### src/shared/spzc_pkg.sv
// Purpose: Constants and types for the serial port zero control block
// Assumes: Registers are reached over a word-addressed Avalon-MM slave
// Notes:   Byte address of a register is four times its index
package spzc_pkg;
    // Register indices (word addresses)
    localparam logic [3:0] IDX_CONTROL   = 4'h6;
    localparam logic [3:0] IDX_BUFFER    = 4'h7;
    localparam logic [3:0] IDX_MODE_EXT  = 4'h8;
    localparam logic [3:0] IDX_EV_STATUS = 4'h9;
    localparam logic [3:0] IDX_EV_MASK   = 4'hA;
    localparam logic [7:0] RESET_BYTE    = 8'h00;
    // Control register fields
    localparam int CTL_RX_DONE  = 0;
    localparam int CTL_TX_DONE  = 1;
    localparam int CTL_RX_NINTH = 2;
    localparam int CTL_TX_NINTH = 3;
    localparam int CTL_RX_EN    = 4;
    localparam int CTL_MP_CLK   = 5;
    localparam int CTL_MODE_ONE = 6;
    localparam int CTL_MODE_ZERO = 7;
    // Mode extension register fields
    localparam int MX_FRAME_CHECK = 0;
    localparam int MX_RATE_DOUBLE = 1;
    localparam int MX_IRQ_ENABLE  = 2;
    // Event status and mask fields
    localparam int EV_RX = 0;
    localparam int EV_TX = 1;
    localparam int EV_FE = 2;
    localparam int EV_W  = 3;
    // Bit periods in ticks
    localparam logic [6:0] M0_DIV_SLOW  = 7'h0C;
    localparam logic [6:0] M0_DIV_FAST  = 7'h04;
    localparam logic [6:0] ASYNC_SLOW   = 7'h40;
    localparam logic [6:0] BAUD_FAST    = 7'h10;
    localparam logic [6:0] SYS_FAST     = 7'h20;
    // Frame bit counts, and bit indices inside a received frame
    localparam logic [3:0] LEN_M0    = 4'h8;
    localparam logic [3:0] LEN_M1    = 4'hA;
    localparam logic [3:0] LEN_M23   = 4'hB;
    localparam logic [3:0] IDX_LAST8 = 4'h7;
    localparam logic [3:0] IDX_NINTH = 4'h8;
    localparam logic [3:0] IDX_STOP3 = 4'h9;

    typedef enum logic [1:0] {
        MODE0 = 2'b00,
        MODE1 = 2'b01,
        MODE2 = 2'b10,
        MODE3 = 2'b11
    } spzc_mode_t;

    typedef enum logic {
        TX_IDLE  = 1'b0,
        TX_SHIFT = 1'b1
    } spzc_tx_state_t;

    typedef enum logic [1:0] {
        RX_IDLE  = 2'b00,
        RX_START = 2'b01,
        RX_DATA  = 2'b10
    } spzc_rx_state_t;
endpackage : spzc_pkg

### src/verilog/spzc_serial_port.sv
// Purpose: Four-mode serial port zero with control, buffer and interrupt
// Assumes: baud_tick is a one-cycle enable from a timer on clk
// Notes:   Mode 0 shifts data on the data pin and clocks it out on txd
//
// Implementation choice: the Avalon-MM slave port.
`timescale 1ns/1ps

module spzc_serial_port (
    input  wire logic        clk,             // System clock, 25 MHz
    input  wire logic        rst,             // Synchronous reset
    input  wire logic [3:0]  avs_address,     // Word address
    input  wire logic        avs_read,        // Read request
    input  wire logic        avs_write,       // Write request
    input  wire logic [31:0] avs_writedata,   // Write data
    output logic      [31:0] avs_readdata,    // Read data
    output logic             avs_waitrequest, // Stall
    input  wire logic        baud_tick,       // Baud clock enable
    input  wire logic        data_pin_in,     // Receive data pin level
    output logic             data_pin_out,    // Mode 0 transmit data
    output logic             data_pin_oe_n,   // Low while driving
    output logic             txd,             // Async data or mode 0 clock
    output logic             irq              // Level interrupt
);
    function automatic logic [6:0] bit_period(input logic [1:0] m,
                                              input logic rate_doubler,
                                              input logic mp);
        if (m == spzc_pkg::MODE0)
            return mp ? spzc_pkg::M0_DIV_FAST : spzc_pkg::M0_DIV_SLOW;
        else if (m == spzc_pkg::MODE2)
            return rate_doubler ? spzc_pkg::SYS_FAST : spzc_pkg::ASYNC_SLOW;
        else
            return rate_doubler ? spzc_pkg::BAUD_FAST : spzc_pkg::ASYNC_SLOW;
    endfunction : bit_period

    function automatic logic [3:0] frame_len(input logic [1:0] m);
        if (m == spzc_pkg::MODE0)
            return spzc_pkg::LEN_M0;
        else if (m == spzc_pkg::MODE1)
            return spzc_pkg::LEN_M1;
        else
            return spzc_pkg::LEN_M23;
    endfunction : frame_len

    // Bus, control and status state
    logic       rx_done_reg, rx_done_next, tx_done_reg, tx_done_next;
    logic       rx_ninth_reg, rx_ninth_next, tx_ninth_reg, tx_ninth_next;
    logic       rx_en_reg, rx_en_next, mp_reg, mp_next;
    logic       mode_one_reg, mode_one_next, mode_zero_reg, mode_zero_next;
    logic       fe_reg, fe_next, fce_reg, fce_next;
    logic       rdbl_reg, rdbl_next, irq_en_reg, irq_en_next;
    logic [7:0] txbuf_reg, txbuf_next, rxbuf_reg, rxbuf_next;
    logic [2:0] ev_stat_reg, ev_stat_next, ev_mask_reg, ev_mask_next;
    logic [31:0] rdata_reg, rdata_next;
    logic       wait_reg, wait_next, irq_reg, irq_next;
    // Transmitter state
    spzc_pkg::spzc_tx_state_t tx_state_reg, tx_state_next;
    logic [10:0] tx_shift_reg, tx_shift_next;
    logic [3:0]  tx_cnt_reg, tx_cnt_next;
    logic [6:0]  tx_tick_reg, tx_tick_next;
    logic        tx_pend_reg, tx_pend_next;
    logic        txd_reg, txd_next, dout_reg, dout_next, doe_n_reg, doe_n_next;
    // Receiver state
    spzc_pkg::spzc_rx_state_t rx_state_reg, rx_state_next;
    logic [9:0]  rx_shift_reg, rx_shift_next;
    logic [3:0]  rx_cnt_reg, rx_cnt_next;
    logic [6:0]  rx_tick_reg, rx_tick_next;
    logic        pin_meta_reg, pin_sync_reg, pin_prev_reg;

    logic [1:0]  mode;
    logic [6:0]  period, half;
    logic        tick_en, wr, wr_ctl;
    logic        tx_done_set, rx_commit, rx_ninth_wr, fe_set, m0_clk_rx;
    logic [3:0]  len;

    assign mode    = {mode_zero_reg, mode_one_reg};
    assign period  = bit_period(mode, rdbl_reg, mp_reg);
    assign half    = {1'b0, period[6:1]};
    assign len     = frame_len(mode);
    assign tick_en = (mode == spzc_pkg::MODE1 || mode == spzc_pkg::MODE3)
                     ? baud_tick : 1'b1;
    assign wr      = avs_write & ~wait_reg;
    assign wr_ctl  = wr && avs_address == spzc_pkg::IDX_CONTROL;

    always_comb begin
        rx_done_next   = rx_commit | (wr_ctl ?
                         avs_writedata[spzc_pkg::CTL_RX_DONE] : rx_done_reg);
        tx_done_next   = tx_done_set | (wr_ctl ?
                         avs_writedata[spzc_pkg::CTL_TX_DONE] : tx_done_reg);
        rx_ninth_next  = rx_ninth_reg;
        tx_ninth_next  = tx_ninth_reg;
        rx_en_next     = rx_en_reg;
        mp_next        = mp_reg;
        mode_one_next  = mode_one_reg;
        mode_zero_next = mode_zero_reg;
        fe_next        = fe_reg;
        fce_next       = fce_reg;
        rdbl_next      = rdbl_reg;
        irq_en_next    = irq_en_reg;
        txbuf_next     = txbuf_reg;
        rxbuf_next     = rx_commit ? rx_shift_next[7:0] : rxbuf_reg;
        ev_stat_next   = ev_stat_reg;
        ev_mask_next   = ev_mask_reg;
        rdata_next     = rdata_reg;
        wait_next      = ~((avs_read | avs_write) & wait_reg);
        if (wr_ctl) begin
            rx_ninth_next = avs_writedata[spzc_pkg::CTL_RX_NINTH];
            tx_ninth_next = avs_writedata[spzc_pkg::CTL_TX_NINTH];
            rx_en_next    = avs_writedata[spzc_pkg::CTL_RX_EN];
            mp_next       = avs_writedata[spzc_pkg::CTL_MP_CLK];
            mode_one_next = avs_writedata[spzc_pkg::CTL_MODE_ONE];
            if (fce_reg)
                fe_next = avs_writedata[spzc_pkg::CTL_MODE_ZERO];
            else
                mode_zero_next = avs_writedata[spzc_pkg::CTL_MODE_ZERO];
        end
        if (wr && avs_address == spzc_pkg::IDX_BUFFER)
            txbuf_next = avs_writedata[7:0];
        if (wr && avs_address == spzc_pkg::IDX_MODE_EXT) begin
            fce_next    = avs_writedata[spzc_pkg::MX_FRAME_CHECK];
            rdbl_next   = avs_writedata[spzc_pkg::MX_RATE_DOUBLE];
            irq_en_next = avs_writedata[spzc_pkg::MX_IRQ_ENABLE];
        end
        if (wr && avs_address == spzc_pkg::IDX_EV_STATUS)
            ev_stat_next = ev_stat_reg & ~avs_writedata[spzc_pkg::EV_W-1:0];
        if (wr && avs_address == spzc_pkg::IDX_EV_MASK)
            ev_mask_next = avs_writedata[spzc_pkg::EV_W-1:0];
        // Hardware events win over a clear in the same cycle
        if (rx_ninth_wr)
            rx_ninth_next = rx_shift_next[spzc_pkg::IDX_NINTH];
        if (fe_set)
            fe_next = 1'b1;
        ev_stat_next = ev_stat_next | {fe_set, tx_done_set, rx_commit};
        if (avs_read && wait_reg) begin
            rdata_next = '0;
            unique case (avs_address)
                spzc_pkg::IDX_CONTROL:
                    rdata_next[7:0] = {fce_reg ? fe_reg : mode_zero_reg,
                                       mode_one_reg, mp_reg, rx_en_reg,
                                       tx_ninth_reg, rx_ninth_reg,
                                       tx_done_reg, rx_done_reg};
                spzc_pkg::IDX_BUFFER:    rdata_next[7:0] = rxbuf_reg;
                spzc_pkg::IDX_MODE_EXT:
                    rdata_next[2:0] = {irq_en_reg, rdbl_reg, fce_reg};
                spzc_pkg::IDX_EV_STATUS: rdata_next[2:0] = ev_stat_reg;
                spzc_pkg::IDX_EV_MASK:   rdata_next[2:0] = ev_mask_reg;
                default:                 rdata_next = '0;
            endcase
        end
        // Gate by the enable so masking alone cannot raise a request
        irq_next = irq_en_reg & |(ev_stat_reg & ev_mask_reg);
    end

    always_ff @(posedge clk) begin
        if (rst) begin
            {rx_done_reg, tx_done_reg, rx_ninth_reg, tx_ninth_reg} <= 4'h0;
            {rx_en_reg, mp_reg, mode_one_reg, mode_zero_reg} <= 4'h0;
            fe_reg      <= 1'b0;
            fce_reg     <= 1'b0;
            rdbl_reg    <= 1'b0;
            irq_en_reg  <= 1'b0;
            txbuf_reg   <= spzc_pkg::RESET_BYTE;
            rxbuf_reg   <= spzc_pkg::RESET_BYTE;
            ev_stat_reg <= 3'h0;
            ev_mask_reg <= 3'h0;
            rdata_reg   <= 32'h0;
            wait_reg    <= 1'b1;
            irq_reg     <= 1'b0;
        end else begin
            rx_done_reg   <= rx_done_next;
            tx_done_reg   <= tx_done_next;
            rx_ninth_reg  <= rx_ninth_next;
            tx_ninth_reg  <= tx_ninth_next;
            rx_en_reg     <= rx_en_next;
            mp_reg        <= mp_next;
            mode_one_reg  <= mode_one_next;
            mode_zero_reg <= mode_zero_next;
            fe_reg        <= fe_next;
            fce_reg       <= fce_next;
            rdbl_reg      <= rdbl_next;
            irq_en_reg    <= irq_en_next;
            txbuf_reg     <= txbuf_next;
            rxbuf_reg     <= rxbuf_next;
            ev_stat_reg   <= ev_stat_next;
            ev_mask_reg   <= ev_mask_next;
            rdata_reg     <= rdata_next;
            wait_reg      <= wait_next;
            irq_reg       <= irq_next;
        end
    end

    // Transmitter and pin drivers
    always_comb begin
        tx_state_next = tx_state_reg;
        tx_shift_next = tx_shift_reg;
        tx_cnt_next   = tx_cnt_reg;
        tx_tick_next  = tx_tick_reg;
        tx_pend_next  = tx_pend_reg |
                        (wr && avs_address == spzc_pkg::IDX_BUFFER);
        tx_done_set   = 1'b0;
        txd_next      = (rx_state_reg == spzc_pkg::RX_DATA &&
                         mode == spzc_pkg::MODE0) ? m0_clk_rx : 1'b1;
        dout_next     = 1'b1;
        doe_n_next    = 1'b1;
        unique case (tx_state_reg)
            spzc_pkg::TX_IDLE: begin
                // Mode 0 shares the pins, so wait out a reception
                if (tx_pend_reg && !(mode == spzc_pkg::MODE0 &&
                    rx_state_reg != spzc_pkg::RX_IDLE)) begin
                    tx_state_next = spzc_pkg::TX_SHIFT;
                    // A write in the start cycle stays queued
                    tx_pend_next  = wr && avs_address == spzc_pkg::IDX_BUFFER;
                    tx_cnt_next   = 4'h0;
                    tx_tick_next  = 7'h00;
                    if (mode == spzc_pkg::MODE0)
                        tx_shift_next = {3'h7, txbuf_reg};
                    else
                        tx_shift_next = {1'b1, (mode == spzc_pkg::MODE1) |
                                         tx_ninth_reg, txbuf_reg, 1'b0};
                end
            end
            spzc_pkg::TX_SHIFT: begin
                if (mode == spzc_pkg::MODE0) begin
                    dout_next  = tx_shift_reg[0];
                    doe_n_next = 1'b0;
                    txd_next   = tx_tick_reg >= half;
                end else begin
                    txd_next = tx_shift_reg[0];
                end
                if (tick_en) begin
                    if (tx_tick_reg == period - 7'h01) begin
                        tx_tick_next  = 7'h00;
                        tx_shift_next = {1'b1, tx_shift_reg[10:1]};
                        tx_cnt_next   = tx_cnt_reg + 4'h1;
                        // Last data bit is just before any stop bit
                        if (tx_cnt_reg == ((mode == spzc_pkg::MODE0) ?
                            spzc_pkg::IDX_LAST8 : len - 4'h2))
                            tx_done_set = 1'b1;
                        if (tx_cnt_reg == len - 4'h1)
                            tx_state_next = spzc_pkg::TX_IDLE;
                    end else begin
                        tx_tick_next = tx_tick_reg + 7'h01;
                    end
                end
            end
        endcase
    end

    always_ff @(posedge clk) begin
        if (rst) begin
            tx_state_reg <= spzc_pkg::TX_IDLE;
            tx_shift_reg <= 11'h7FF;
            tx_cnt_reg   <= 4'h0;
            tx_tick_reg  <= 7'h00;
            tx_pend_reg  <= 1'b0;
            txd_reg      <= 1'b1;
            dout_reg     <= 1'b1;
            doe_n_reg    <= 1'b1;
        end else begin
            tx_state_reg <= tx_state_next;
            tx_shift_reg <= tx_shift_next;
            tx_cnt_reg   <= tx_cnt_next;
            tx_tick_reg  <= tx_tick_next;
            tx_pend_reg  <= tx_pend_next;
            txd_reg      <= txd_next;
            dout_reg     <= dout_next;
            doe_n_reg    <= doe_n_next;
        end
    end

    // Receiver
    always_comb begin
        rx_state_next = rx_state_reg;
        rx_shift_next = rx_shift_reg;
        rx_cnt_next   = rx_cnt_reg;
        rx_tick_next  = rx_tick_reg;
        rx_commit     = 1'b0;
        rx_ninth_wr   = 1'b0;
        fe_set        = 1'b0;
        m0_clk_rx     = rx_tick_reg >= half;
        unique case (rx_state_reg)
            spzc_pkg::RX_IDLE: begin
                rx_tick_next = 7'h00;
                rx_cnt_next  = 4'h0;
                if (rx_en_reg) begin
                    if (mode == spzc_pkg::MODE0) begin
                        if (!rx_done_reg && tx_state_reg == spzc_pkg::TX_IDLE
                            && !tx_pend_reg)
                            rx_state_next = spzc_pkg::RX_DATA;
                    end else if (pin_prev_reg && !pin_sync_reg) begin
                        rx_state_next = spzc_pkg::RX_START;
                    end
                end
            end
            spzc_pkg::RX_START: begin
                if (tick_en) begin
                    if (rx_tick_reg == half - 7'h01) begin
                        rx_tick_next  = 7'h00;
                        // A glitch shorter than half a bit is rejected
                        rx_state_next = pin_sync_reg ? spzc_pkg::RX_IDLE
                                                     : spzc_pkg::RX_DATA;
                    end else begin
                        rx_tick_next = rx_tick_reg + 7'h01;
                    end
                end
            end
            spzc_pkg::RX_DATA: begin
                if (tick_en && rx_tick_reg == period - 7'h01) begin
                    rx_tick_next = 7'h00;
                    rx_cnt_next  = rx_cnt_reg + 4'h1;
                    rx_shift_next[rx_cnt_reg] = pin_sync_reg;
                    if (mode == spzc_pkg::MODE0) begin
                        if (rx_cnt_reg == spzc_pkg::IDX_LAST8) begin
                            rx_commit     = 1'b1;
                            rx_state_next = spzc_pkg::RX_IDLE;
                        end
                    end else if (rx_cnt_reg == spzc_pkg::IDX_NINTH) begin
                        // Stop bit in mode 1, ninth bit in modes 2 and 3
                        if (!mp_reg || pin_sync_reg) begin
                            rx_commit   = 1'b1;
                            rx_ninth_wr = 1'b1;
                        end
                        if (mode == spzc_pkg::MODE1) begin
                            fe_set        = fce_reg & ~pin_sync_reg;
                            rx_state_next = spzc_pkg::RX_IDLE;
                        end
                    end else if (rx_cnt_reg == spzc_pkg::IDX_STOP3) begin
                        fe_set        = fce_reg & ~pin_sync_reg;
                        rx_state_next = spzc_pkg::RX_IDLE;
                    end
                end else if (tick_en) begin
                    rx_tick_next = rx_tick_reg + 7'h01;
                end
            end
            default: rx_state_next = spzc_pkg::RX_IDLE;
        endcase
        if (!rx_en_reg)
            rx_state_next = spzc_pkg::RX_IDLE;
    end

    always_ff @(posedge clk) begin
        if (rst) begin
            rx_state_reg <= spzc_pkg::RX_IDLE;
            rx_shift_reg <= 10'h000;
            rx_cnt_reg   <= 4'h0;
            rx_tick_reg  <= 7'h00;
            pin_meta_reg <= 1'b1;
            pin_sync_reg <= 1'b1;
            pin_prev_reg <= 1'b1;
        end else begin
            rx_state_reg <= rx_state_next;
            rx_shift_reg <= rx_shift_next;
            rx_cnt_reg   <= rx_cnt_next;
            rx_tick_reg  <= rx_tick_next;
            pin_meta_reg <= data_pin_in;
            pin_sync_reg <= pin_meta_reg;
            pin_prev_reg <= pin_sync_reg;
        end
    end

    assign avs_readdata    = rdata_reg;
    assign avs_waitrequest = wait_reg;
    assign data_pin_out    = dout_reg;
    assign data_pin_oe_n   = doe_n_reg;
    assign txd             = txd_reg;
    assign irq             = irq_reg;
endmodule : spzc_serial_port

### config.mk
export PLATFORM = sky130hd
export DESIGN_NAME = spzc_serial_port
export DESIGN_NICKNAME = d
export VERILOG_FILES = /design/src/shared/spzc_pkg.sv /design/src/verilog/spzc_serial_port.sv
export SDC_FILE = /design/constraint.sdc
export NUM_CORES = 1
export LEC_CHECK = 0
export CORE_MARGIN = 4
export CORE_UTILIZATION = 60
export CTS_BUF_LIST = sky130_fd_sc_hd__clkbuf_8
export DETAILED_ROUTE_END_ITERATION = 8
export DONT_BUFFER_PORTS = 1
export HOLD_SLACK_MARGIN = 0.15
export PLACE_DENSITY = 0.76
export SYNTH_ARGS = -nofsm -noshare
export SYNTH_HDL_FRONTEND = slang
export SYNTH_SLANG_ARGS = --single-unit
### constraint.sdc
create_clock -name clk -period 6.25 [get_ports clk]
set_input_delay 0.9375 -clock clk [delete_from_list [all_inputs] [get_ports clk]]
set_output_delay 0.9375 -clock clk [all_outputs]
set_load 0.02 [all_outputs]
==> flow_summary_export.csv <==
group,metric,value,unit
outcome,status,"finished, final reports clean",
timing,fmax,0.2591,GHz
worst_setup_path,crit_family,"simple AND/OR/NAND/NOR gates",
timing,setup_tns,0,ns
global_routing,grt_usage,23.33,%
clock_network,clkLatencyLatePin,0.37,ns
power,p_leak,1.931,nW
clock_network,cts_buffers,9,
final_layout,syn2layout_area_growth,2.232,%
clock_network,clk_pin_slew,0.09,ns
floorplan,die_w,101.2,um
floorplan,dieArea,10240,sq um
final_layout,n_antenna_cell,0,
floorplan,rows,33,
detailed_routing,vias,4511,
logic_synthesis,synthArstFlopShare,0,%
worst_setup_path,cp.buffers_inverters,2,
min_path,min_path_type,"flip-flop to flip-flop",
timing,fin_crit,3.860,ns
logic_synthesis,yosys.area.top_type,"dfxtp_1",
timing,finalSetupViolCount,0,
detailed_routing,drc_errors,0,
logic_synthesis,yosys.cell_count.top_type,"dfxtp_1",
final_layout,drive_above_1_share,4.944,%
timing,finalHoldViolCount,0,
final_layout,nets,685,
clock_network,cts.repair.resized,0,
logic_synthesis,avgSynthCellArea,8.032,sq um
worst_setup_path,crit_path_cell_trace,"or2_1, inv_1, ha_1, inv_1, nand3_1, nor2_1, a41oi_1, o31ai_1, nor2_1",
min_path,hp-start,"pin_meta_reg",
detailed_routing,first_pass_iters,5,
timing,worst_slew_pin_slew,0.9240,ns
clock_network,hold_buffers,0,
detailed_routing,final_antenna_net_count,0,
worst_setup_path,path_max_fanout,24,
worst_setup_path,cp.depth,9,
floorplan,core,8341,sq um
logic_synthesis,synth_warnings,0,
worst_setup_path,critPathKind,"flip-flop to flip-flop",
clock_network,cts_tree,"done",
final_layout,largest_reg_flops,10,
worst_setup_path,cp-start-kind,"flip-flop",
logic_synthesis,syn_inst,649,
timing,fin_skew,0.01598,ns
logic_synthesis,ys_seq_area_share,36.10,%
floorplan,start_util,62.50,%
final_layout,finish.utilization,63.89,%
power,total_power,1.117,mW
worst_setup_path,reg2reg_depth,9,
global_routing,antenna_found_initial,0,
logic_synthesis,synth_commonest_cells,"dfxtp_1 (94), nor2_1 (84), a21oi_1 (58)",
place,place_inst,716,
clock_network,post_cts.repair.setup_buffers,0,
worst_setup_path,cp_slowest_cell,"dfxtp_1",
detailed_routing,wire_per_inst,16.15,um
worst_setup_path,required,6.48,ns
timing,rsz0062_at_grt,"no",
min_path,whs_path_depth,1,
place,gp_congestion,0.8984,
logic_synthesis,ys_types,65,
power,power-per-cell-area,209.7,nW/um^2
clock_network,h-tree-depth,3,
global_routing,grt_max_degree,94,
worst_setup_path,cp.arrival,4.09,ns
place,dp_hpwl,8.233,mm
logic_synthesis,synth_edf_count,0,
worst_setup_path,slowest_delay,0.79,ns
detailed_routing,drt_wl_total,11.82,mm
timing,relSlewSlack,38.32,%
clock_network,cts_buffer_depth,2,
worst_setup_path,reg2reg_from,"mode_one_reg",
logic_synthesis,yosys_register_bits,94,
detailed_routing,vias_per_cell,6.163,
logic_synthesis,synth.cell_area,5212,sq um
logic_synthesis,synth_flop_cell,"dfxtp_1",
min_path,hold_end,"pin_sync_reg",
floorplan,ios,79,
clock_network,root_buffer,"clkbuf_8",
worst_setup_path,reg2reg_slack,2.39,ns
worst_setup_path,critPathLaunch,"mode_one_reg",
floorplan,dieHeight,101.2,um
worst_setup_path,r2r_end,"rx_tick_reg[3]",
timing,min_period_over_period,61.76,%
global_routing,grt_pass1_wl,19.49,mm
detailed_routing,dr.first_iter.drc_count,320,
place,portBuffers,0,
power,ir_drop,0.1511,mV
global_routing,overflow,0,
logic_synthesis,synth_top_area_share,36.10,%
flow_run,cap_violations,0,
final_layout,fillers,735,
logic_synthesis,synthTopCellsByArea,"dfxtp_1 (36%), nor2_1 (6.0%), mux2i_1 (6.0%), a21oi_1 (5.6%), ha_1 (5.0%)",
clock_network,cts_sinks,94,
worst_setup_path,cp-end-kind,"flip-flop",
final_layout,fin_cells,732,
timing,drv_slew,0,
global_routing,grt_pass1_vias,4024,
cell type report:
class	count	area, sq um	area share (%)
multi-input cells	497	2998	56.26
clock buffers	10	137.6	2.583
well taps	105	131.4	2.465
inverters	18	67.56	1.268
clock inverters	6	97.59	1.831
repair buffers	2	15.01	0.2818
flip-flops and latches	94	1882	35.31
how the worst max path moves through the flow:
stage                                end  slack (ns)
final                     rx_tick_reg[3]        2.39
after global routing      rx_tick_reg[3]        2.13
after CTS                 rx_tick_reg[2]        2.39
after detailed placement  rx_tick_reg[2]        2.42
after global placement    rx_tick_reg[3]        2.52
after floorplan           rx_tick_reg[2]        3.56
metal layers:
layer	share of wire, %	global-route usage [%]
met5	0	0
met4	1.6	7.873
met3	6.7	4.339
met2	48	38.08
met1	44	31.15
per-stage QoR:
step	instance area [sq um]	hold slack [ns]	setup slack, ns
after floorplan	5299	0.3895	3.561
after global placement	5094	0.3965	2.523
after detailed placement	5094	0.3971	2.424
after CTS	5329	0.4167	2.394
after global routing	5329	0.4472	2.125
final	5329	0.4177	2.390
power breakdown:
part | leakage, nW | switching (mW) | internal (mW) | total, mW
clock | 0.120 | 0.232 | 0.244 | 0.476
combinational | 1.05 | 0.0274 | 0.00912 | 0.0365
sequential | 0.758 | 0.00401 | 0.601 | 0.605
total | 1.93 | 0.264 | 0.854 | 1.12
cell families (layout without fill, tap and decap cells):
family	Yosys count	in the layout	share of synthesized area, %
AND/OR/NAND/NOR	250	250	23.24
AO/OA/AOI/OAI	160	160	19.66
flip-flops	94	94	36.10
buffers and inverters	81	36	8.041
multiplexers	32	32	6.169
adder cells (fa/ha/maj)	21	21	5.041
XOR/XNOR	10	10	1.680
other	1	24	0.07194
cells in the final DEF, fill, tap and decap left out, types with 13 or more instances in the layout:
cell type,instances
inv_1,16
mux2i_1,31
ha_1,21
o21ai_0,27
nor3_1,13
nand3_1,31
a21oi_1,58
a211oi_1,21
nor2_1,84
dfxtp_1,94
nand2_1,55
conb_1,24
Note: power is estimated with default switching activity, not from simulation.
